### config.mk
export PLATFORM = sky130hd
export DESIGN_NAME = fpet_flash_program_erase_timer
export DESIGN_NICKNAME = d
export VERILOG_FILES = /design/src/core/fpet_pkg.sv /design/src/core/fpet_tick_if.sv /design/src/core/fpet_prescaler.sv /design/src/core/fpet_flash_program_erase_timer.sv
export SDC_FILE = /design/constraint.sdc
export NUM_CORES = 1
export LEC_CHECK = 0
export ABC_AREA = 1
export ABC_CLOCK_PERIOD_IN_PS = 3200
export BUFFER_PORTS_ARGS = -buffer_cell sky130_fd_sc_hd__buf_2
export CAP_MARGIN = 5
export CORE_MARGIN = 10
export CORE_UTILIZATION = 45
export CTS_BUF_LIST = sky130_fd_sc_hd__clkbuf_2
export DETAILED_ROUTE_END_ITERATION = 10
export PLACE_DENSITY_LB_ADDON = 0.25
export REMOVE_ABC_BUFFERS = 1
export SLEW_MARGIN = 30
export SYNTH_ARGS = -nofsm -noshare
export SYNTH_HDL_FRONTEND = slang
export SYNTH_HIERARCHICAL = 1
export SYNTH_SLANG_ARGS = --single-unit
### constraint.sdc
create_clock -name core_clk_i -period 3.2 [get_ports core_clk_i]
set_clock_uncertainty 0.15 [all_clocks]
set_input_delay 0.16 -clock core_clk_i [delete_from_list [all_inputs] [get_ports core_clk_i]]
set_output_delay 0.16 -clock core_clk_i [all_outputs]
set_load 0.02 [all_outputs]
### src/core/fpet_pkg.sv
// package: constants and types for the flash program/erase timer
// Behaviour
// RQ1 - setup = Tclk*(prescale+1)*(setup_count+1); software keeps it >= 5 us
// RQ2 - transition = Tclk*(prescale+1)*(transition_count+1); at least 10 us
// RQ3 - program pulse = Tclk*(prescale+1)*8*(count+1); within 20..40 us
// RQ4 - page erase pulse = Tclk*(prescale+1)*4096*(count+1); at least 20 ms
// RQ5 - module erase pulse = Tclk*(prescale+1)*4096*(count+1); >= 200 ms
// RQ6 - strobe hold after program/page erase = (prescale+1)*(hold+1); >= 5 us
// RQ7 - strobe hold after module erase = (prescale+1)*8*(count+1); >= 100 us
// RQ8 - recovery = Tclk*(prescale+1)*(recovery_count+1); at least 1 us
// RQ9 - separate register sets per array; each array uses only its own
// RQ10 - controller limits cumulative program exposure: 8 ms / 4 ms per row; this timer keeps no exposure tally
// RQ11 - order: op, setup, strobe, transition, pulse, hold, release, recover
package fpet_pkg;
  localparam int unsigned CLK_PERIOD_NS = 4;
  localparam int unsigned PRESCALE_W = 8;
  localparam int unsigned COUNT_W = 8;
  localparam int unsigned PROG_MULT = 8;
  localparam int unsigned ERASE_MULT = 4096;
  localparam int unsigned MEND_MULT = 8;
  localparam int unsigned MULT_W = 12;

  typedef enum logic [1:0] {
    FPET_OP_PROGRAM,
    FPET_OP_PAGE_ERASE,
    FPET_OP_MODULE_ERASE
  } fpet_op_t;

  // one array's timing register set
  typedef struct packed {
    logic [PRESCALE_W-1:0] timing_prescale_value;
    logic [COUNT_W-1:0] setup_count;
    logic [COUNT_W-1:0] transition_count;
    logic [COUNT_W-1:0] program_pulse_count;
    logic [COUNT_W-1:0] page_erase_count;
    logic [COUNT_W-1:0] module_erase_count;
    logic [COUNT_W-1:0] hold_count;
    logic [COUNT_W-1:0] module_hold_count;
    logic [COUNT_W-1:0] recovery_count;
  } fpet_timing_t;
endpackage : fpet_pkg

### src/core/fpet_tick_if.sv
// interface: prescaler tick between timer and its divider
`timescale 1ns/1ps
interface fpet_tick_if;
  import fpet_pkg::*;
  logic run;
  logic [PRESCALE_W-1:0] div;
  logic tick;
  modport ctrl (output run, output div, input tick);
  modport presc (input run, input div, output tick);
endinterface : fpet_tick_if

### src/core/fpet_prescaler.sv
// module: prescaler giving one tick every (div+1) clocks while running
`timescale 1ns/1ps
module fpet_prescaler (
  input wire logic core_clk_i, // system clock
  input wire logic rst_n_i, // sync reset, active low
  fpet_tick_if.presc tk // tick port
);
  import fpet_pkg::*;
  logic [PRESCALE_W-1:0] cnt;
  logic [PRESCALE_W-1:0] next_cnt;
  logic next_tick;

  // restart from zero whenever idle so the first tick is a full period
  always_comb begin
    next_cnt = '0;
    next_tick = 1'b0;
    if (tk.run) begin
      if (cnt == tk.div) begin // see RQ1
        next_tick = 1'b1;
      end else begin
        next_cnt = cnt + 1'b1;
      end
    end
  end

  always_ff @(posedge core_clk_i) begin
    if (!rst_n_i) begin
      cnt <= '0;
    end else begin
      cnt <= next_cnt;
    end
  end

  // tick is combinational on the wrap; a registered tick would add a cycle
  assign tk.tick = next_tick;
endmodule : fpet_prescaler

### src/core/fpet_flash_program_erase_timer.sv
// module: sequencer timing flash program and erase phases
`timescale 1ns/1ps
module fpet_flash_program_erase_timer (
  input wire logic core_clk_i, // system clock, 250 MHz
  input wire logic rst_n_i, // sync reset, active low
  input wire logic start_i, // one-cycle start request
  input wire fpet_pkg::fpet_op_t op_i, // operation kind
  input wire logic data_array_i, // 1 selects data-flash array
  input wire fpet_pkg::fpet_timing_t prog_timing_i, // prog-flash set
  input wire fpet_pkg::fpet_timing_t data_timing_i, // data-flash set
  output logic program_o, // program line to array
  output logic erase_o, // erase line to array
  output logic module_erase_o, // whole-module erase select
  output logic storage_strobe_o, // storage strobe
  output logic pulse_o, // high-voltage pulse active
  output logic data_array_o, // array under operation
  output logic busy_o, // sequence in progress
  output logic done_o // one-cycle pulse at end of recovery
);
  import fpet_pkg::*;

  typedef enum logic [2:0] {
    FPET_IDLE,
    FPET_SETUP,
    FPET_TRAN,
    FPET_PULSE,
    FPET_HOLD,
    FPET_RECOVER
  } fpet_state_t;

  fpet_tick_if tk ();

  fpet_state_t state, next_state;
  fpet_op_t op, next_op;
  logic sel, next_sel;
  fpet_timing_t tm, next_tm;
  logic [COUNT_W-1:0] cnt, next_cnt;
  logic [MULT_W-1:0] sub, next_sub;
  logic program_q, next_program;
  logic erase_q, next_erase;
  logic strobe_q, next_strobe;
  logic pulse_q, next_pulse;
  logic done_q, next_done;
  logic busy_q, next_busy;
  logic module_q, next_module;

  fpet_prescaler u_presc (
    .core_clk_i(core_clk_i),
    .rst_n_i(rst_n_i),
    .tk(tk)
  );

  // inner multiplier limit minus one for a phase
  function automatic logic [MULT_W-1:0] sub_max(
    input fpet_state_t st,
    input fpet_op_t o
  );
    logic [MULT_W-1:0] r;
    r = '0;
    case (st)
      FPET_PULSE: begin
        if (o == FPET_OP_PROGRAM) begin
          r = MULT_W'(PROG_MULT - 1); // see RQ3
        end else begin
          r = MULT_W'(ERASE_MULT - 1); // see RQ4 see RQ5
        end
      end
      FPET_HOLD: begin
        if (o == FPET_OP_MODULE_ERASE) begin
          r = MULT_W'(MEND_MULT - 1); // see RQ7
        end
      end
      default: r = '0;
    endcase
    return r;
  endfunction : sub_max

  // outer count for a phase, from the latched register set
  function automatic logic [COUNT_W-1:0] phase_count(
    input fpet_state_t st,
    input fpet_op_t o,
    input fpet_timing_t t
  );
    logic [COUNT_W-1:0] r;
    r = '0;
    case (st)
      FPET_SETUP: r = t.setup_count; // see RQ1
      FPET_TRAN: r = t.transition_count; // see RQ2
      FPET_PULSE: begin
        case (o)
          FPET_OP_PROGRAM: r = t.program_pulse_count; // see RQ3
          FPET_OP_PAGE_ERASE: r = t.page_erase_count; // see RQ4
          default: r = t.module_erase_count; // see RQ5
        endcase
      end
      FPET_HOLD: begin
        if (o == FPET_OP_MODULE_ERASE) begin
          r = t.module_hold_count; // see RQ7
        end else begin
          r = t.hold_count; // see RQ6
        end
      end
      FPET_RECOVER: r = t.recovery_count; // see RQ8
      default: r = '0;
    endcase
    return r;
  endfunction : phase_count

  assign tk.run = (state != FPET_IDLE);
  assign tk.div = tm.timing_prescale_value;

  // phase sequencing; each phase lasts (div+1)*mult*(count+1) clocks
  always_comb begin
    logic last;
    last = 1'b0;
    next_state = state;
    next_op = op;
    next_sel = sel;
    next_tm = tm;
    next_cnt = cnt;
    next_sub = sub;
    next_program = program_q;
    next_erase = erase_q;
    next_strobe = strobe_q;
    next_pulse = pulse_q;
    next_done = 1'b0;
    case (state)
      FPET_IDLE: begin
        if (start_i) begin
          next_op = op_i;
          next_sel = data_array_i;
          // latch only the chosen array's set
          next_tm = data_array_i ? data_timing_i : prog_timing_i; // see RQ9
          next_program = (op_i == FPET_OP_PROGRAM); // see RQ11
          next_erase = (op_i != FPET_OP_PROGRAM);
          next_cnt = '0;
          next_sub = '0;
          next_state = FPET_SETUP;
        end
      end
      default: begin
        if (tk.tick) begin
          if (sub != sub_max(state, op)) begin
            next_sub = sub + 1'b1;
          end else begin
            next_sub = '0;
            if (cnt != phase_count(state, op, tm)) begin
              next_cnt = cnt + 1'b1;
            end else begin
              next_cnt = '0;
              last = 1'b1;
            end
          end
        end
        if (last) begin
          case (state)
            FPET_SETUP: begin
              next_strobe = 1'b1; // see RQ11
              next_state = FPET_TRAN;
            end
            FPET_TRAN: begin
              next_pulse = 1'b1;
              next_state = FPET_PULSE;
            end
            FPET_PULSE: begin
              // program/erase drop with the pulse, strobe stays
              next_pulse = 1'b0; // see RQ11
              next_program = 1'b0;
              next_erase = 1'b0;
              next_state = FPET_HOLD;
            end
            FPET_HOLD: begin
              next_strobe = 1'b0; // see RQ11
              next_state = FPET_RECOVER;
            end
            default: begin
              next_done = 1'b1; // see RQ8
              next_state = FPET_IDLE;
            end
          endcase
        end
      end
    endcase
    // registered copies so these outputs come straight from flops
    next_busy = (next_state != FPET_IDLE);
    next_module = next_erase && (next_op == FPET_OP_MODULE_ERASE); // see RQ5
  end

  always_ff @(posedge core_clk_i) begin
    if (!rst_n_i) begin
      state <= FPET_IDLE;
      op <= FPET_OP_PROGRAM;
      sel <= 1'b0;
      tm <= '0;
      cnt <= '0;
      sub <= '0;
      program_q <= 1'b0;
      erase_q <= 1'b0;
      strobe_q <= 1'b0;
      pulse_q <= 1'b0;
      done_q <= 1'b0;
      busy_q <= 1'b0;
      module_q <= 1'b0;
    end else begin
      state <= next_state;
      op <= next_op;
      sel <= next_sel;
      tm <= next_tm;
      cnt <= next_cnt;
      sub <= next_sub;
      program_q <= next_program;
      erase_q <= next_erase;
      strobe_q <= next_strobe;
      pulse_q <= next_pulse;
      done_q <= next_done;
      busy_q <= next_busy;
      module_q <= next_module;
    end
  end

  // outputs straight from flip-flops
  assign program_o = program_q;
  assign erase_o = erase_q;
  assign module_erase_o = module_q;
  assign storage_strobe_o = strobe_q;
  assign pulse_o = pulse_q;
  assign data_array_o = sel;
  assign busy_o = busy_q;
  assign done_o = done_q;
endmodule : fpet_flash_program_erase_timer

After elaboration in Yosys (flattened, before gate mapping)
Cells that the tools add are included.

Add/sub/neg operators: 3. Equal/unequal tests: 13. Reductions and logical operators: 21. Mux-type cells: 44. Bitwise logic cells: 4.

Operators with widths (number): 2-to-1 mux 12 bit (7); 2-to-1 mux 72 bit (1); 2-to-1 mux 8 bit (9); case mux 8 bit (5 select lines) (1); case mux 12 bit (2 select lines) (1); adder 8 x 1 -> 8 bit, second input constant (2); case mux 8 bit (2 select lines) (1); 2-to-1 mux 1 bit (15); adder 12 x 1 -> 12 bit, second input constant (1); 2-to-1 mux 3 bit (4); != test 12 bit (1); case mux 3 bit (4 select lines) (1); AND reduction 3 bit (4); nonzero test 2 bit (6); equality test 8 bit (1); != test 8 bit (1); equality test 3 x 2 -> 1 bit, second input constant (2); equality test 3 bit, second input constant (2); nonzero test 3 bit (2); OR reduction 3 bit (2); equality test 2 bit, second input constant (2); logical NOT 2 bit (2); 2-to-1 mux 2 bit (2); NOT 1 bit (4); other kinds (9) (11).

Input port bits: 150. Output and inout port bits: 8. Register bits after elaboration: 113.

Logic depth before layout (Yosys ltp)
Gate-level depths: netlist of the first run.

Depth in word-level cells: 17. Gate-level depth with buffers: 18. Gate-level depth less buffers: 17.

Hierarchy
Netlist of the first run, hierarchy kept.

Modules (own cells, without submodules): fpet_flash_program_erase_timer (cells an instance 765, seq. area each 2102.0 µm², area an instance 5550.3 µm², instances 1); fpet_prescaler (cells an instance 69, seq. area each 160.2 µm², area an instance 496.7 µm², instances 1).

Least setup slack after synthesis of the first run
Ideal clock, no wire load.

Path type: reg-to-reg. Start: reg op[0]. End: reg, netlist name cnt[2]. Buffers on the path: 2. Library setup time: 120 ps. Cell stages (with the launch flop): 15. Path slack: 1225 ps. Clock period less this slack: 1975 ps. Data arrival time: 1705 ps. Path through: dfxtp_1 buf_6 inv_2 nand2_2 buf_6 o211ai_1 nand4_1 nand2_1 nand2_1 nor2_4 inv_1 nor2_1 nor2_2 o21ai_2 nor2_1.

RTL lines: from (decl) (line fpet_flash_program_erase_timer.sv:34) `fpet_op_t op, next_op;`; from (signal assigned) (line fpet_flash_program_erase_timer.sv:206) `op <= next_op;`.

Worst setup path in the final report of the first run
Start: reg op[1]. End: reg program_q, in the netlist program_o.

Longest elaborated chain between the ends: 13. Elaborated cells between the ends (all ways): 22. Classes of those cells: 4 x eq/ne; 15 x mux; 3 x reduce/logical.

Ends and longest elaborated chain: equality test 2 x 1 -> 1 bit (tied with other cells) (line fpet_flash_program_erase_timer.sv:90) `case (o)`; case mux 8 bit (2 select lines) or 2-to-1 mux 8 bit (tied branches) (line fpet_flash_program_erase_timer.sv:90, fpet_flash_program_erase_timer.sv:97); case mux 8 bit (5 select lines) (line fpet_flash_program_erase_timer.sv:86) `case (st)`; 2-to-1 mux 8 bit (line fpet_flash_program_erase_timer.sv:143) `if (sub != sub_max(state, op)) begin`; 2-to-1 mux 8 bit (line fpet_flash_program_erase_timer.sv:142) `if (tk.tick) begin`; 2-to-1 mux 8 bit (line fpet_flash_program_erase_timer.sv:127) `case (state)`; != test 8 bit (line fpet_flash_program_erase_timer.sv:147) `if (cnt != phase_count(state, op, tm)) begin`; 2-to-1 mux 1 bit (line fpet_flash_program_erase_timer.sv:147); 2-to-1 mux 1 bit (*) (line fpet_flash_program_erase_timer.sv:143); 2-to-1 mux 1 bit (*) (line fpet_flash_program_erase_timer.sv:142); 2-to-1 mux 1 bit (*) (line fpet_flash_program_erase_timer.sv:127); nonzero test 2 bit (no line) (*); AND reduction 3 bit (no line) (*); to (signal assigned) (line fpet_flash_program_erase_timer.sv:211) `program_q <= next_program;`; to (decl) (line fpet_flash_program_erase_timer.sv:39) `logic program_q, next_program;`.

Mark *: on every way between the ends. The rest lies on a longest branch, timed or not. The select of a mux whose other input is x is not followed. A chain may end at the register's enable or synchronous reset.

==> results of run 1 <==
## routing by layer
metal,track usage,wire (um),vias up
met5,0,0,-
met2,0.365,9610,191
met4,0.0580,237,0
met1,0.246,8400,3005
li1,-,-,3431
met3,0.0579,1120,21
## cells in the final DEF (no fill, tap or decap), types with 2 or more instances in the layout
cell	synthesis	final
nor2_1	76	76
buf_2	10	156
nor2_2	16	15
clkinv_2	0	6
or2_2	3	3
xor2_1	13	13
buf_12	0	2
bufinv_16	0	5
clkinv_1	0	2
o211ai_1	5	5
buf_4	2	5
nand4_1	25	25
xnor2_1	7	7
o22ai_1	3	3
nor3_1	8	8
dfxtp_1	113	111
inv_1	73	73
clkbuf_2	0	17
dfxtp_2	0	2
ha_1	3	3
o21ai_0	81	81
mux2i_1	53	53
nand3_1	42	42
nand2_1	130	130
nand3_2	2	2
nor2_4	5	6
nand2_4	3	3
dlygate4sd3_1	0	177
nor3_2	3	3
nand2_2	5	5
a21oi_1	103	103
inv_2	10	10
## per-stage QoR
step / worst slack, ns / power (mW) / utilization / instance area, sq um
floorplan: -1.36 / 1.92 / - / 5840
global placement: 0.744 / 2.16 / 0.525 / 6930
detailed placement: 0.633 / 2.16 / 0.525 / 6930
CTS: 0.210 / 3.48 / 0.681 / 8980
global route: 0.0486 / 3.67 / 0.681 / 8980
finish: 0.285 / 3.50 / 0.681 / 8980
## synth_stat cells (all sizes together)
| master | instances | area share |
|---|---|---|
| nand2 | 138 | 0.091 |
| dfxtp | 113 | 0.37 |
| a21oi | 104 | 0.087 |
| nor2 | 97 | 0.073 |
| inv | 84 | 0.053 |
| o21ai | 84 | 0.072 |
| mux2i | 53 | 0.088 |
| nand3 | 44 | 0.038 |
| clkbuf | 26 | 0.016 |
| nand4 | 25 | 0.026 |
| buf | 17 | 0.018 |
| xor2 | 13 | 0.019 |
| nor3 | 11 | 0.012 |
| xnor2 | 7 | 0.010 |
| o211ai | 5 | 0.0062 |
| ha | 3 | 0.0062 |
| o22ai | 3 | 0.0031 |
| or2 | 3 | 0.0031 |
| a221oi | 1 | 0.0014 |
| nor4 | 1 | 0.0010 |
| o211a | 1 | 0.0017 |
| o32ai | 1 | 0.0014 |
## timing repair
item | in CTS | in global routing
hold buffers | 177 | 0
endpoints found under the setup margin | 0 | 1
setup buffers | 0 | 0
hold endpoints to repair | 88 | 0
gates resized for setup | 0 | 2
## layout make-up
cell class / instances / area [sq um]
fillers: 1105 / 4210
multi-input cells: 594 / 3270
repair buffers: 340 / 2630
flip-flops and latches: 113 / 2260
inverters: 84 / 318
well taps: 176 / 220
clock inverters: 14 / 195
clock buffers: 17 / 85.1
diodes: 1 / 2.50
## sequential cells by signal, summed over array words and instances, names as in the netlist, 2 cells and up
signal,flops
state,3
sub,12
cnt,8
u_presc/cnt,8
tm,64
op,2
tk.div,8
## worst max-delay path: cells and delay by family (launching register included)
family | cells | cell delay, ns
simple gates | 12 | 1.52
buf+inv | 2 | 0.67
flops | 1 | 0.43
compound gates | 1 | 0.05
## power by group
group / switching, mW / leakage, nW / internal (mW)
combinational: 0.387 / 3.06 / 0.413
clock: 0.547 / 0.168 / 0.574
sequential: 0.0675 / 0.930 / 1.51
total: 1.00 / 4.15 / 2.50
## worst paths after layout
check | from | to | slack (ns)
max | op[1] | program_o | 0.29
min | data_array_i | data_array_o | 0.15
max reg2reg | op[1] | program_o | 0.29
min reg2reg | storage_strobe_o | storage_strobe_o | 0.34
## cells by family (layout without fill, tap and decap cells)
group	Yosys count	count (layout)	synth area share
flops	113	113	0.374
simple gates	319	319	0.244
other cells	0	1	0
mux	53	53	0.0877
xor+xnor	20	20	0.0290
compound gates	199	199	0.173
buf+inv	127	455	0.0863
fa+ha+maj	3	3	0.00621
==> flow_metrics.py, run 1 <==
metrics = {
    "sta": {
        "rsz0062_at_grt": "false",
        "finalSetupTns_ns": 0,
        "clock.fmax_mhz": 343,
        "setup_viol": 0,
        "final_max_slew_viol_count": 0,
        "worst_pin_slew_ns": 0.727,
        "hold-worst-slack_ns": 0.150,
        "hold_viol": 0,
        "fin_crit_sh": 0.911,
        "fin_crit_ns": 2.91,
        "maxSlewHeadroom": 0.515,
    },
    "place": {
        "portBuffers": 157,
        "dp_cells": 1130,
        "post-dp-hpwl_mm": 12.0,
        "gp_congestion": 0.923,
    },
    "grt": {
        "grt_max_degree": 147,
        "first_global_vias": 6686,
        "grt_use_total": 0.209,
        "antenna_found_initial": 1,
        "grt_pass1_wl_mm": 32.0,
        "grt-ovfl-total": 0,
    },
    "yosys": {
        "synth_area_per_cell_sq_um": 7.25,
        "synth-seq-cells": 113,
        "yosysSeqAreaShare": 0.374,
        "synth_cells": 834,
        "yosys.cell_types.count": 37,
        "netlist_area_sq_um": 6050,
        "yosysWarnings": 6,
    },
    "critical_path": {
        "cp_max_fo": 12,
        "reg2regPathDepth": 15,
        "cp_cell_sequence": "nor2_2 > nand2_1 > nand3_1 > nand2_1 > nand3_1 > nand2_1 > nand2_1 > nand3_1 > nor2_2 > nand3_2 > inv_1 > nand2_2 > nand3_1 > a21oi_1 > dlygate4sd3_1",
        "max_stage_delay_ns": 0.56,
        "crit_required_ns": 3.63,
        "worst_ep_arrival_time_ns": 3.35,
        "critPathLaunchType": "flop",
        "worstSetupPathType": "flop to flop",
        "cp-end-kind": "flop",
        "critPathSlowestCell": "dlygate4sd3_1",
    },
    "cells_and_area": {
        "final_cell_count_no_fill": 1339,
        "drive_gt1_frac": 0.211,
        "final_nets": 1303,
        "syn_to_final_growth_pct": 48.6,
    },
    "hold_path": {
        "hold_depth": 4,
        "hold_path_class": "input pin to flop",
    },
    "route": {
        "wl_mm": 19.4,
        "drt_pass1_iterations": 5,
        "drcViolationCount": 0,
        "avgViaCountPerCell": 4.96,
        "avgRoutedWirePerCell_um": 14.5,
        "drtIter0Drc": 363,
        "ant_nets": 0,
        "vias": 6648,
    },
    "clock_network": {
        "cts_sinks": 113,
        "clkTransAtPathRegs_ns": 0.17,
        "clock_latency_ns": 0.68,
        "clock_path_buffers": 2,
        "h-tree-depth": 4,
        "cts-root-buf": "clkbuf_2",
        "tritoncts": "yes",
        "cts_buffers": 17,
    },
    "floorplanning": {
        "die_h_um": 136,
        "core_sq_um": 13200,
        "num_rows": 42,
        "initial_utilization": 0.458,
        "die_area_sq_um": 18500,
        "io_pins": 158,
        "die_x_um": 136,
    },
    "power_and_ir_drop": {
        "p_per_area_nw_per_um2": 389,
        "irDropWorstVdd_uv": 212,
        "power_leakage_nw": 4.15,
    },
    "run_status": {
        "outcome": "complete, no violations",
    },
    "flow_run": {
        "cap_violations": 0,
    },
}
(Power assumes the default switching activity.)
==> run 2: changes to the inputs <==
--- a/config.mk
+++ b/config.mk
@@ -18,5 +18,4 @@
 export SLEW_MARGIN = 30
 export SYNTH_ARGS = -nofsm -noshare
 export SYNTH_HDL_FRONTEND = slang
-export SYNTH_HIERARCHICAL = 1
 export SYNTH_SLANG_ARGS = --single-unit
==> flow_metrics.py, run 2 <==
metrics = {
    "cells_and_area": {
        "nFillCells": 1201,
        "final_common_cell": "nand2_1",
        "biggestRegsByFlops": "tm (64), sub (12)",
        "syn_to_final_growth_pct": 43.5,
        "final_nets": 1318,
        "final_cell_count_no_fill": 1359,
        "final-seq-area_sq_um": 2260,
        "final_cell_mix": "nand2_1 (190), buf_2 (156), dlygate4sd3_1 (154), dfxtp_1 (111), nand3_1 (94)",
        "drive_gt1_frac": 0.241,
        "multi_input_area_sq_um": 3510,
        "regMostFlops": "tm",
        "largest_reg_flops": 64,
    },
    "place": {
        "dp_cells": 1171,
        "post-dp-hpwl_mm": 12.7,
        "portBuffers": 157,
        "gp_congestion": 0.892,
    },
    "yosys": {
        "yosysSeqAreaShare": 0.359,
        "synth-seq-cells": 113,
        "yosysWarnings": 0,
        "async_flop_share": 0,
        "yosys-top-cells-area": "dfxtp_1 (36%), nand2_1 (11%), mux2_2 (9.3%), nand3_1 (7.5%), a21oi_1 (6.4%)",
        "synth_top_cell_area_share": 0.359,
        "synth_top_area_cell": "dfxtp_1",
        "synth_cells": 875,
        "yosys.cell_types.count": 43,
        "synth_ff_type": "dfxtp_1",
        "synth_most_common_cell": "nand2_1",
        "synth_common_cells": "nand2_1 (191), dfxtp_1 (113), nand3_1 (94)",
        "synth_edf_count": 0,
        "netlist_area_sq_um": 6300,
        "synth_area_per_cell_sq_um": 7.20,
    },
    "sta": {
        "setup_viol": 0,
        "clock.fmax_mhz": 341,
        "final_max_slew_viol_count": 0,
        "hold_viol": 0,
        "fin_crit_ns": 2.93,
        "rsz0062_at_grt": "false",
        "fin_crit_sh": 0.916,
        "worst_pin_slew_ns": 0.644,
        "maxSlewHeadroom": 0.571,
        "hold-worst-slack_ns": 0.0669,
    },
    "critical_path": {
        "cp-end-kind": "flop",
        "worst_ep_arrival_time_ns": 3.36,
        "critPathLaunchType": "flop",
        "worst_r2r_startpoint": "op[0]",
        "reg2regPathDepth": 15,
        "r2r_end": "program_o",
        "worstSetupPathType": "flop to flop",
        "cp_max_fo": 9,
        "ff2ff_setup_slack_ns": 0.27,
        "crit_required_ns": 3.63,
    },
    "clock_network": {
        "tritoncts": "yes",
        "clock_path_buffers": 2,
        "cts_buffers": 17,
        "cts_sinks": 113,
        "cts-root-buf": "clkbuf_2",
        "cts_setup_buffers": 0,
        "clkTransAtPathRegs_ns": 0.17,
        "h-tree-depth": 4,
        "clock_latency_ns": 0.67,
    },
    "route": {
        "avgViaCountPerCell": 5.12,
        "ant_nets": 0,
        "drt_pass1_iterations": 5,
        "avgRoutedWirePerCell_um": 14.7,
        "vias": 6954,
        "wl_mm": 19.9,
        "drtIter0Drc": 397,
        "drcViolationCount": 0,
    },
    "power_and_ir_drop": {
        "power_leakage_nw": 3.96,
        "p_per_area_nw_per_um2": 426,
        "irDropWorstVdd_uv": 284,
    },
    "floorplanning": {
        "core_sq_um": 13800,
        "die_h_um": 138,
        "die_area_sq_um": 19100,
        "io_pins": 158,
        "die_x_um": 138,
        "initial_utilization": 0.457,
        "num_rows": 43,
    },
    "grt": {
        "grt-ovfl-total": 0,
        "antenna_found_initial": 1,
        "first_global_vias": 6900,
        "grt_pass1_wl_mm": 33.3,
        "grt_max_degree": 90,
        "grt_use_total": 0.205,
    },
    "run_status": {
        "outcome": "complete, no violations",
    },
    "hold_path": {
        "hold_depth": 4,
        "min_to": "data_array_o",
        "holdCritStartpoint": "data_array_i",
        "hold_path_class": "input pin to flop",
    },
    "flow_run": {
        "cap_violations": 0,
    },
}
-- run 2: cell types whose count changed after synthesis, moves of 10 or more --
cell      change
nand2_1      +61
mux2i_1      -53
clkbuf_1     +11
nand3_1      +52
a21oi_1      -22
mux2_2       +52
o21ai_0      -69
nor2_1       -10
nor2_2       -15
a211oi_1     +42
-- run 2: what timing repair did --
item	CTS	global route
endpoints found under the setup margin	0	1
endpoints found under the hold margin	102	0
gates resized for setup	0	2
hold buffers	154	0
-- run 2: layout make-up --
class | count | share of cell area
multi-input cells | 626 | 0.388
repair buffers | 320 | 0.268
flip-flops and latches | 113 | 0.250
inverters | 87 | 0.0365
well taps | 180 | 0.0249
clock inverters | 13 | 0.0212
clock buffers | 19 | 0.0105
diodes | 1 | 0.000277
-- run 2: cells by family after synthesis --
family,after synthesis,synth area share
fa+ha+maj,3,0.00596
compound gates,151,0.145
simple gates,409,0.295
buf+inv,136,0.0862
mux,52,0.0929
flops,113,0.359
xor+xnor,11,0.0153
-- run 2: critical path: stages (launching register included) --
cell	delay (ns)
dfxtp_1	0.44
nor2_2	0.40
nand2_1	0.10
nand3_1	0.10
nand2_1	0.13
nand3_1	0.12
nand2_1	0.05
nand2_1	0.07
nand2_1	0.08
nor2_4	0.16
nand3_4	0.12
inv_2	0.12
nand2_4	0.08
a21oi_1	0.13
nor2_1	0.06
dlygate4sd3_1	0.54
-- run 2: worst max path at each step --
| stage | startpoint | endpoint | slack [ns] | cells past startpoint |
|---|---|---|---|---|
| floorplan | state[0] | sub[5] | -2.67 | 8 |
| global placement | op[1] | cnt[4] | 0.71 | 11 |
| detailed placement | op[1] | cnt[6] | 0.68 | 11 |
| CTS | op[1] | program_o | 0.14 | 14 |
| global route | op[1] | program_o | 0.07 | 15 |
| finish | op[0] | program_o | 0.27 | 15 |
-- run 2: power by group --
group,internal (mW),switching [mW],total [mW]
sequential,1.53,0.0904,1.62
clock,0.587,0.537,1.12
combinational,0.506,0.600,1.11
-- run 2: routing by layer --
layer | global-route usage | wire length [um] | up-vias
met4 | 0.0594 | 356 | 0
met2 | 0.362 | 10300 | 203
met5 | 0 | 0 | -
met3 | 0.0562 | 1060 | 32
li1 | - | - | 3528
met1 | 0.235 | 8240 | 3191
-- run 2: metrics by stage --
step	worst slack (ns)	util	power, mW	TNS, ns	instance area [sq um]
finish	0.267	0.657	3.85	0	9040
global route	0.0686	0.657	4.09	0	9040
CTS	0.137	0.655	3.85	0	9020
detailed placement	0.681	0.522	2.54	0	7190
global placement	0.709	0.522	2.53	0	7190
floorplan	-2.67	-	2.22	-233.64	6090
